==> src/core/lcd_setup_map.vh <==
`ifndef LCD_SETUP_MAP_VH
`define LCD_SETUP_MAP_VH

// instruction codes that pick the destination data register
`define CODE_MODE_CONTROL     8'h00
`define CODE_CHAR_PITCH       8'h01
`define CODE_CHARS_PER_LINE   8'h02

// mode byte fields
`define MODE_DISPLAY_ON_BIT   5
`define MODE_MASTER_BIT       4
`define MODE_CURSOR_HI_BIT    3
`define MODE_CURSOR_LO_BIT    2
`define MODE_GRAPHIC_BIT      1
`define MODE_CG_SOURCE_BIT    0

// character pitch fields
`define PITCH_HEIGHT_HI       7
`define PITCH_HEIGHT_LO       4
`define PITCH_WIDTH_HI        2
`define PITCH_WIDTH_LO        0

// cursor/blink encodings
`define CURSOR_OFF            2'h0
`define CURSOR_ON             2'h1
`define CURSOR_CHAR_BLINK     2'h2
`define CURSOR_BLINK          2'h3

// allowed horizontal pitch codes
`define WIDTH_CODE_6          3'h5
`define WIDTH_CODE_7          3'h6
`define WIDTH_CODE_8          3'h7

// reset values
`define MODE_RESET            8'h00
`define PITCH_RESET           8'h77
`define CHARS_RESET           8'h01
`define HEIGHT_RESET          5'h08
`define WIDTH_RESET           4'h8
`define COUNT_RESET           8'h02
`define DOTS_RESET            11'h010

// busy time after a data write, ns, and its cycle count at 125 MHz
`define CLK_PERIOD_NS         8
`define EXEC_TIME_NS          1000
`define EXEC_CYCLES           ((`EXEC_TIME_NS + `CLK_PERIOD_NS - 1) / `CLK_PERIOD_NS)

`endif

==> src/core/sync_2ff.v <==
`timescale 1ns/10ps
module sync_2ff #(
  parameter WIDTH = 1
) (
  input  wire             core_clk,
  input  wire             rst_b,
  input  wire [WIDTH-1:0] async_in,
  output reg  [WIDTH-1:0] sync_out
);

  reg [WIDTH-1:0] meta_reg;

  always @(posedge core_clk or negedge rst_b) begin
    if (!rst_b) begin
      meta_reg <= {WIDTH{1'b0}};
      sync_out <= {WIDTH{1'b0}};
    end else begin
      meta_reg <= async_in;
      sync_out <= meta_reg;
    end
  end

endmodule

==> src/core/lcd_display_setup_commands.v <==
`timescale 1ns/10ps
`include "lcd_setup_map.vh"
module lcd_display_setup_commands #(
  parameter EXEC_CYCLES = `EXEC_CYCLES
) (
  input  wire        core_clk,
  input  wire        rst_b,
  input  wire        chip_select_b,
  input  wire        enable,
  input  wire        register_select_line,
  input  wire        read_not_write,
  input  wire [7:0]  host_data_bus_in,
  output reg  [7:0]  host_data_bus_out,
  output reg         host_data_bus_oe_b,
  output reg         busy,
  output reg  [7:0]  mode_control,
  output reg  [7:0]  character_pitch,
  output reg  [7:0]  characters_per_line,
  output reg         display_on,
  output reg         master_mode,
  output reg         graphic_mode,
  output reg         char_pattern_source,
  output reg         cursor_visible,
  output reg         cursor_blink,
  output reg         char_blink,
  output reg  [4:0]  char_cell_height,
  output reg  [3:0]  char_cell_width,
  output reg  [7:0]  chars_per_line,
  output reg  [10:0] line_dots,
  output reg         setting_error
);

  localparam ST_IDLE = 2'b01;
  localparam ST_EXEC = 2'b10;

  wire [11:0] pins_sync;
  wire        cs_b_s;
  wire        en_s;
  wire        rs_s;
  wire        rw_s;
  wire [7:0]  din_s;

  // pins cross in as one group; bus setup times keep them stable around enable
  sync_2ff #(
    .WIDTH (12)
  ) u_pin_sync (
    .core_clk (core_clk),
    .rst_b    (rst_b),
    .async_in ({chip_select_b, enable, register_select_line, read_not_write, host_data_bus_in}),
    .sync_out (pins_sync)
  );

  assign cs_b_s = pins_sync[11];
  assign en_s   = pins_sync[10];
  assign rs_s   = pins_sync[9];
  assign rw_s   = pins_sync[8];
  assign din_s  = pins_sync[7:0];

  reg        en_d_reg;
  reg        cs_b_d_reg;
  reg        rs_d_reg;
  reg        rw_d_reg;
  reg [7:0]  din_d_reg;
  reg [7:0]  instr_reg;
  reg [7:0]  instr_next;
  reg [1:0]  state_reg;
  reg [1:0]  state_next;
  reg [15:0] count_reg;
  reg [15:0] count_next;
  reg [7:0]  mode_next;
  reg [7:0]  pitch_next;
  reg [7:0]  chars_next;
  reg        err_next;

  // data is latched on the falling edge of enable, like the host bus expects
  wire strobe  = en_d_reg & ~en_s & ~cs_b_d_reg;
  wire wr_cmd  = strobe & ~rw_d_reg & rs_d_reg;
  wire wr_data = strobe & ~rw_d_reg & ~rs_d_reg;

  always @(posedge core_clk or negedge rst_b) begin
    if (!rst_b) begin
      en_d_reg   <= 1'b0;
      cs_b_d_reg <= 1'b1;
      rs_d_reg   <= 1'b0;
      rw_d_reg   <= 1'b1;
      din_d_reg  <= 8'h00;
    end else begin
      en_d_reg   <= en_s;
      cs_b_d_reg <= cs_b_s;
      rs_d_reg   <= rs_s;
      rw_d_reg   <= rw_s;
      din_d_reg  <= din_s;
    end
  end

  always @* begin
    state_next = state_reg;
    count_next = count_reg;
    instr_next = instr_reg;
    mode_next  = mode_control;
    pitch_next = character_pitch;
    chars_next = characters_per_line;
    err_next   = setting_error;
    case (state_reg)
      ST_IDLE: begin
        if (wr_cmd) begin
          instr_next = din_d_reg;
        end else if (wr_data) begin
          case (instr_reg)
            `CODE_MODE_CONTROL: begin
              mode_next = {2'b00, din_d_reg[5:0]};
            end
            `CODE_CHAR_PITCH: begin
              pitch_next = {din_d_reg[7:4], 1'b0, din_d_reg[2:0]};
              // out-of-range width codes are kept but flagged
              err_next = (din_d_reg[2:0] < `WIDTH_CODE_6);
            end
            `CODE_CHARS_PER_LINE: begin
              chars_next = {1'b0, din_d_reg[6:0]};
              err_next   = ~din_d_reg[0];
            end
            default: begin
              // codes owned by other blocks still run the busy period
              mode_next = mode_control;
            end
          endcase
          state_next = ST_EXEC;
          count_next = EXEC_CYCLES[15:0] - 16'h0001;
        end
      end
      ST_EXEC: begin
        // writes while executing are dropped, not queued
        if (count_reg == 16'h0000) begin
          state_next = ST_IDLE;
        end else begin
          count_next = count_reg - 16'h0001;
        end
      end
      default: begin
        state_next = ST_IDLE;
        count_next = 16'h0000;
      end
    endcase
  end

  reg         cursor_visible_next;
  reg         cursor_blink_next;
  reg         char_blink_next;
  reg  [4:0]  height_next;
  reg  [3:0]  width_next;
  reg         status_oe_next;
  reg  [7:0]  status_next;
  wire [7:0]  chars_dec;
  wire [11:0] dots_full;

  // cursor and blink only mean something in character mode
  always @* begin
    cursor_visible_next = 1'b0;
    cursor_blink_next   = 1'b0;
    char_blink_next     = 1'b0;
    if (!mode_next[`MODE_GRAPHIC_BIT]) begin
      case (mode_next[`MODE_CURSOR_HI_BIT:`MODE_CURSOR_LO_BIT])
        `CURSOR_OFF: begin
          cursor_visible_next = 1'b0;
        end
        `CURSOR_ON: begin
          cursor_visible_next = 1'b1;
        end
        `CURSOR_CHAR_BLINK: begin
          char_blink_next = 1'b1;
        end
        `CURSOR_BLINK: begin
          cursor_visible_next = 1'b1;
          cursor_blink_next   = 1'b1;
        end
        default: begin
          cursor_visible_next = 1'b0;
        end
      endcase
    end
  end

  // codes under 101 are outside the allowed pitches but still decode as code plus one
  always @* begin
    case (pitch_next[`PITCH_WIDTH_HI:`PITCH_WIDTH_LO])
      `WIDTH_CODE_6: begin
        width_next = 4'h6;
      end
      `WIDTH_CODE_7: begin
        width_next = 4'h7;
      end
      `WIDTH_CODE_8: begin
        width_next = 4'h8;
      end
      default: begin
        width_next = {1'b0, pitch_next[`PITCH_WIDTH_HI:`PITCH_WIDTH_LO]} + 4'h1;
      end
    endcase
    // graphic mode uses one dot row per byte line
    if (mode_next[`MODE_GRAPHIC_BIT]) begin
      height_next = 5'h01;
    end else begin
      height_next = {1'b0, pitch_next[`PITCH_HEIGHT_HI:`PITCH_HEIGHT_LO]} + 5'h01;
    end
  end

  // status read: busy in bit 7, driven while enable is high on an instruction-side read
  always @* begin
    status_oe_next = en_s & ~cs_b_s & rw_s & rs_s;
    status_next    = 8'h00;
    status_next[7] = busy;
  end

  assign chars_dec = chars_next + 8'h01;
  assign dots_full = chars_dec * width_next;

  always @(posedge core_clk or negedge rst_b) begin
    if (!rst_b) begin
      state_reg <= ST_IDLE;
      count_reg <= 16'h0000;
      instr_reg <= 8'h00;
      busy      <= 1'b0;
    end else begin
      state_reg <= state_next;
      count_reg <= count_next;
      instr_reg <= instr_next;
      busy      <= (state_next == ST_EXEC);
    end
  end

  always @(posedge core_clk or negedge rst_b) begin
    if (!rst_b) begin
      mode_control        <= `MODE_RESET;
      character_pitch     <= `PITCH_RESET;
      characters_per_line <= `CHARS_RESET;
    end else begin
      mode_control        <= mode_next;
      character_pitch     <= pitch_next;
      characters_per_line <= chars_next;
    end
  end

  // holds until the next pitch or count write replaces it
  always @(posedge core_clk or negedge rst_b) begin
    if (!rst_b) begin
      setting_error <= 1'b0;
    end else begin
      setting_error <= err_next;
    end
  end

  always @(posedge core_clk or negedge rst_b) begin
    if (!rst_b) begin
      display_on          <= 1'b0;
      master_mode         <= 1'b0;
      graphic_mode        <= 1'b0;
      char_pattern_source <= 1'b0;
      cursor_visible      <= 1'b0;
      cursor_blink        <= 1'b0;
      char_blink          <= 1'b0;
    end else begin
      display_on          <= mode_next[`MODE_DISPLAY_ON_BIT];
      master_mode         <= mode_next[`MODE_MASTER_BIT];
      graphic_mode        <= mode_next[`MODE_GRAPHIC_BIT];
      char_pattern_source <= mode_next[`MODE_CG_SOURCE_BIT];
      cursor_visible      <= cursor_visible_next;
      cursor_blink        <= cursor_blink_next;
      char_blink          <= char_blink_next;
    end
  end

  always @(posedge core_clk or negedge rst_b) begin
    if (!rst_b) begin
      char_cell_height    <= `HEIGHT_RESET;
      char_cell_width     <= `WIDTH_RESET;
      chars_per_line      <= `COUNT_RESET;
      line_dots           <= `DOTS_RESET;
    end else begin
      char_cell_height    <= height_next;
      char_cell_width     <= width_next;
      chars_per_line      <= chars_dec;
      line_dots           <= dots_full[10:0];
    end
  end

  always @(posedge core_clk or negedge rst_b) begin
    if (!rst_b) begin
      host_data_bus_out   <= 8'h00;
      host_data_bus_oe_b  <= 1'b1;
    end else begin
      host_data_bus_out   <= status_next;
      host_data_bus_oe_b  <= ~status_oe_next;
    end
  end

endmodule

==> config.mk <==
export PLATFORM = sky130hd
export DESIGN_NAME = lcd_display_setup_commands
export DESIGN_NICKNAME = d
export VERILOG_FILES = /design/src/core/sync_2ff.v /design/src/core/lcd_display_setup_commands.v
export VERILOG_INCLUDE_DIRS = /design/src /design/src/core
export SDC_FILE = /design/constraint.sdc
export NUM_CORES = 1
export LEC_CHECK = 0
export ABC_AREA = 1
export BUFFER_PORTS_ARGS = -buffer_cell sky130_fd_sc_hd__buf_2
export CAP_MARGIN = 20
export CORE_MARGIN = 4
export CORE_UTILIZATION = 40
export DETAILED_ROUTE_END_ITERATION = 16
export PLACE_DENSITY = 0.58
export RECOVER_POWER = 25
export SETUP_SLACK_MARGIN = 0.2
export SKIP_CTS_REPAIR_TIMING = 1
export SYNTH_ARGS = -nofsm -noshare
export SYNTH_HDL_FRONTEND = slang
export SYNTH_SLANG_ARGS = --single-unit
==> constraint.sdc <==
create_clock -name core_clk -period 6.2 [get_ports core_clk]
set_input_delay 1.86 -clock core_clk [delete_from_list [all_inputs] [get_ports core_clk]]
set_output_delay 1.86 -clock core_clk [all_outputs]
set_load 0.02 [all_outputs]
# Word-level counts from Yosys, hierarchy flattened

Cells that the tools add are included.

Register bits: 122
Bits of input ports: 14
Word-level logic and storage cells: 100

Add/subtract/negate cells: 4
Multiply operators: 1
$lt $le $gt $ge: 1
Equality and inequality tests: 14
Mux-type cells: 29
Bitwise logic cells: 16
Reduce and logical (&&, ||, !) cells: 7

Operators with widths:

| cell                                                | number |
|---|---|
| 2-to-1 mux 8 bit                                    | 8 |
| 2-to-1 mux 16 bit                                   | 3 |
| one-hot mux 16 bit (2 select lines)                 | 1 |
| 2-to-1 mux 6 bit                                    | 4 |
| zero test 16 bit                                    | 1 |
| subtractor 16 x 1 -> 16 bit (second input constant) | 1 |
| one-hot mux 4 bit (3 select lines)                  | 1 |
| multiplier 8 x 4 -> 11 bit                          | 1 |
| == test 3 bit (second input constant)               | 3 |
| adder 8 x 1 -> 8 bit (second input constant)        | 1 |
| bitwise AND 1 bit                                   | 8 |
| == test 2 bit (second input constant)               | 4 |
| == test 8 x 1 -> 1 bit (second input constant)      | 1 |
| == test 8 x 2 -> 1 bit (second input constant)      | 1 |
| zero test 8 bit                                     | 1 |
| NOT 1 bit                                           | 8 |
| 2-to-1 mux 1 bit                                    | 6 |
| 2-to-1 mux 2 bit                                    | 3 |
| inequality test 2 bit (second input constant)       | 3 |
| adder 4 x 1 -> 5 bit (second input constant)        | 1 |
| 2-to-1 mux 5 bit                                    | 1 |
| adder 3 x 1 -> 4 bit (second input constant)        | 1 |
| == test 2 x 1 -> 1 bit (second input constant)      | 2 |
| one-hot mux 2 bit (2 select lines)                  | 1 |
| other kinds (7)                                     | 7 |

# Longest topological paths before layout

Depth after elaboration: 12
Gate-level depth with buffers: 30
Depth with buffers taken out: 30

# Hierarchy

Synthesis repeated with hierarchy kept, for this count alone.

Cell total of the unflattened synthesis: 565
Area total of the unflattened synthesis: 5546.6 µm²

Modules (own cells, without submodules):

| module                     | instances | cells an instance | area each (µm²) | sequential area each (µm²) |
|---|---|---|---|---|
| lcd_display_setup_commands | 1         | 541               | 4946.0          | 2371.0 |
| sync_2ff                   | 1         | 24                | 600.6           | 600.6 |

# Worst setup path after synthesis

No wires, ideal clock.

Path type: flip-flop to flip-flop
Start: register state_reg[0]
End: register line_dots[10]
Library setup time: 0.117 ns
Arrival: 4.583 ns
Setup slack: 1.500 ns
Stages on the path, launching flop included: 28
Buffers on the path: 0
Clock period less this slack: 4.700 ns
Path through: dfstp_2 > ha_1 > inv_1 > nor2_4 > nand2_2 > o21ai_1 > inv_1 > ha_1 > inv_1 > nand2_2 > nand2_4 > nor2_2 > nand2_2 > o21ai_4 > inv_2 > nand2_1 > fa_1 > inv_1 > fa_1 > inv_1 > fa_1 > o21ai_0 > nand2_1 > o211ai_1 > xor2_1 > inv_1 > nand4_1 > nand2_1

Longest elaborated chain between the ends: 5
Elaborated cells between the ends (all ways): 10
Those cells by class: add/sub: 2; mul: 1; eq/ne: 4; mux: 3

RTL lines:

| item                                                         | RTL line                                                           | source |
|---|---|---|
| start, declared                                              | lcd_display_setup_commands.v:66                                    | `reg [1:0] state_reg;` |
| start signal, assigned                                       | lcd_display_setup_commands.v:224                                   | `state_reg <= state_next;` |
| == test 2 x 1 -> 1 bit (*)                                   | lcd_display_setup_commands.v:104                                   | `case (state_reg)` |
| 2-to-1 mux 8 bit (*)                                         | lcd_display_setup_commands.v:104                                   |  |
| named net pitch_next[0]                                      | lcd_display_setup_commands.v:71                                    | `reg [7:0] pitch_next;` |
| adder 3 x 1 -> 4 bit / == test 3 bit (equally long branches) | lcd_display_setup_commands.v:196, lcd_display_setup_commands.v:185 |  |
| one-hot mux 4 bit (3 select lines) (*)                       | lcd_display_setup_commands.v:185                                   | `` case (pitch_next[`PITCH_WIDTH_HI:`PITCH_WIDTH_LO]) `` |
| named net width_next[2]                                      | lcd_display_setup_commands.v:150                                   | `reg [3:0] width_next;` |
| multiplier 8 x 4 -> 11 bit (*)                               | lcd_display_setup_commands.v:215                                   | `assign dots_full = chars_dec * width_next;` |
| named net dots_full[10]                                      | lcd_display_setup_commands.v:154                                   | `wire [11:0] dots_full;` |
| end signal, assigned                                         | lcd_display_setup_commands.v:277                                   | `` line_dots <= `DOTS_RESET; `` |
| end signal, assigned                                         | lcd_display_setup_commands.v:282                                   | `line_dots <= dots_full[10:0];` |
| end, declared                                                | lcd_display_setup_commands.v:29                                    | `output reg [10:0] line_dots,` |

Mark *: on every way through the listed nets, which the timed path passes. The rest lies on a longest branch.
A chain may end at the register's enable or synchronous reset.

# Worst setup path after layout

Ends and elaborated chain as after synthesis.

==> metrics.md <==
| Metric | Value |
|---|---|
| Ant diodes | 0 |
| Via density per instance | 4.60 |
| Fmax | 180 MHz |
| Post-synthesis compound-gate area fraction | 6.53% |
| Residual DRC | 0 |
| DRT Wirelength | 11000 microns |
| Comb power frac | 24.6% |
| Global Route Usage Sum | 15.2% |
| Dpl cells | 796 |
| TritonCTS sink count | 118 |
| Most common cell after layout, fill and taps aside | dfrtp_1 |
| CTS H-tree depth | 4 |
| YS warnings | 0 |
| Worst Path Required | 6.50 ns |
| Register share of total power | 37.7% |
| Crit path time final | 5.55 ns |
| RR Startpoint | state_reg[0] |
| Max-slew violation count | 79 |
| CTS tree | yes |
| HP Class | reg -> reg |
| Final instance area | 0.00657 sq mm |
| WHS | 0.344 ns |
| Dpl ws | 0.790 ns |
| Final ANT Viol Nets | 0 |
| Hold path start | u_pin_sync.meta_reg[10] |
| Layout cells sized above 1 | 24.2% |
| Max-cap violations | 1 |
| PD cells | 398 mW/mm^2 |
| Synth Area in Simple Gates | 18.3% |
| CTS Buf Count | 17 |
| Cells after Synth | 554 |
| Power Internal | 1.72 mW |
| Synthesized area | 0.00550 sq mm |
| Cell Area, Placed | 0.00600 sq mm |
| Failing checks | max-capacitance violations, max-slew violations |
| Placeable Area | 0.0133 sq mm |
| Adder-Cell Fraction of Synth Area | 9.60% |
| Starting density of the core | 41.2% |
| Period Utilization, post-route | 89.5% |
| Sw power | 891 uW |
| Setup WS post-layout | 0.650 ns |
| Switch share | 34.1% |
| Clk buf depth | 2 |
| Initial antenna violation count | 0 |
| Final RePlAce weighted congestion | 0.869 |
| Status | complete, but fails checks |
| Avg Inst Size Synth | 9.92 sq um |
| Mux cell area share after synthesis | 0.797% |
| Multi-input gate area | 0.00207 sq mm |
| Register area | 0.00297 sq mm |
| # setup viols final | 0 |
| Netlist cell types | 38 |
| Row Count | 42 |
| Final hold violation count | 0 |
| Worst Max-Slew Pin Slew | 3.95 ns |
| Hold-critical path depth | 0 |
| Pin count of the biggest net entering global routing | 79 |
| Relative slew slack | -164% |
| Crit path launch type | flip-flop |
| Die area | 0.0157 sq mm |
| WHS Endpoint | u_pin_sync.sync_out[10] |
| Vias | 3808 |
| Initial DRC Count | 226 |
| Finished Layout Cells | 828 |
| Synth Area in XOR/XNOR | 2.23% |
| Clock Latency Late Sink | 0.41 ns |
| CP Max Fanout | 12 |
| First-pass GRT wire length | 19200 microns |
| Max FFs per register | 16 |
| RSZ-0062 raised after global routing | no |
| Arrival time worst endpoint | 5.85 ns |
| Ports | 84 |
| Pleak | 3.51 nW |
| Synthesis-to-finish area growth | 19.6% |
| Fillers | 1237 |
| Die Y | 125 microns |
| CP Class | reg -> reg |
| Vias in the first global route | 4009 |
| R2r endpoint | line_dots[10] |
| Routed WL per cell | 13.3 microns |
| Commonest non-fill, non-tap cells in the layout | dfrtp_1, nand2_1, inv_1 |
| Endpoint type of the worst setup path | flip-flop |
| Dpl hpwl | 8200 microns |
| Yosys reg bits | 118 |
| Final TNS setup | 0 ns |
| VDD IR max | 0.252 mV |
| Die width | 125 microns |
| Clock tree root driver cell | clkbuf_16 |
| Port Buffer Count | 73 |
| Total gr overflow | 0 |
| Sequential area share after synthesis | 54.1% |
| Layout Skew | 0.0115 ns |
| Reg2Reg Setup Slack | 0.65 ns |
| Cells on worst reg2reg path | 27 |
| Clock transition at path regs | 0.06 ns |
| Largest family of logic cells by synthesized area | simple AND/OR/NAND/NOR gates |
| Drt first pass iters | 5 |
| Nets | 688 |
| Clock share of power | 37.7% |
==> cell type report <==
cell class	count	share of cell area, %
clock inverters	14	2.49
clock buffers	18	6.68
multi-input cells	338	31.5
inverters	90	5.14
flip-flops and latches	118	45.2
repair buffers	74	5.65
well taps	176	3.35
==> worst max path at each step <==
stage                            start            end  slack [ns]  cells after the start
final                     state_reg[0]  line_dots[10]        0.65                     27
after global routing      state_reg[0]  line_dots[10]        0.17                     27
after CTS                 state_reg[0]  line_dots[10]        0.76                     27
after floorplan           state_reg[0]  line_dots[10]        1.50                     27
after detailed placement  state_reg[0]  line_dots[10]        0.79                     27
after global placement    state_reg[0]  line_dots[10]        0.96                     27
==> synth_stat cells, drive strengths merged <==
library cell / n / area (sq um)
dfstp: 15 / 394
o211ai: 1 / 7.51
o221ai: 1 / 8.76
a32oi: 1 / 8.76
a21oi: 13 / 65.1
o21ai: 38 / 246
inv: 90 / 338
nor3b: 2 / 15.0
o21bai: 1 / 7.51
nand2: 103 / 434
or2: 3 / 18.8
fa: 12 / 240
o22ai: 1 / 6.26
nor2: 69 / 304
xnor2: 4 / 35.0
clkbuf: 1 / 3.75
nand4: 13 / 81.3
o311ai: 1 / 8.76
dfrtp: 103 / 2580
mux2: 3 / 33.8
xor2: 10 / 87.6
conb: 1 / 3.75
nor3: 6 / 30.0
mux2i: 1 / 10.0
ha: 23 / 288
nand3: 22 / 120
buf: 16 / 124
==> metrics by stage <==
stage | power, mW | utilization (%)
floorplan | 1.47 | -
global placement | 1.63 | 44.9
detailed placement | 1.65 | 44.9
CTS | 2.65 | 49.5
global route | 2.78 | 49.3
finish | 2.62 | 49.3
==> cells by family after synthesis <==
family          count (synthesis)
compound gates                 57
xor+xnor                       14
fa+ha+maj                      35
buf+inv                       107
flops                         118
mux                             4
other cells                     1
simple gates                  218
==> worst max-delay path, cell delays in order, from the launching register on <==
cell and delay, ns:
dfstp_1 0.54, ha_1 0.22, inv_1 0.13, nor2_4 0.28, nand2_1 0.30, o21ai_1 0.26, inv_1 0.12, ha_1 0.19
inv_1 0.10, nand2_2 0.08, nand2_4 0.11, nor2_2 0.05, nand2_2 0.11, o21ai_4 0.11, inv_2 0.08, nand2_1 0.06
fa_1 0.50, inv_1 0.05, fa_1 0.55, inv_1 0.06, fa_1 0.45, o21ai_0 0.45, nand2_1 0.10, o211ai_1 0.14
xor2_1 0.21, inv_1 0.06, nand4_1 0.08, nand2_1 0.06
==> layer usage <==
| layer | vias up | routed length (microns) | track usage [%] |
|---|---|---|---|
| met3 | 13 | 407 | 3.80 |
| met2 | 80 | 5360 | 23.8 |
| met5 | - | 0 | 0 |
| li1 | 1890 | - | - |
| met1 | 1825 | 5070 | 20.1 |
| met4 | 0 | 174 | 6.70 |
==> power by group through the flow <==
stage | clock [mW] | sequential (mW) | combinational, mW
after global routing | 1.05 | 1.00 | 0.728
after global placement | 0 | 0.995 | 0.633
final | 0.986 | 0.986 | 0.643
after floorplan | 0 | 1.04 | 0.429
after CTS | 1.01 | 0.989 | 0.650
after detailed placement | 0 | 1.00 | 0.648
No activity file was read; power rests on OpenSTA's default activity.
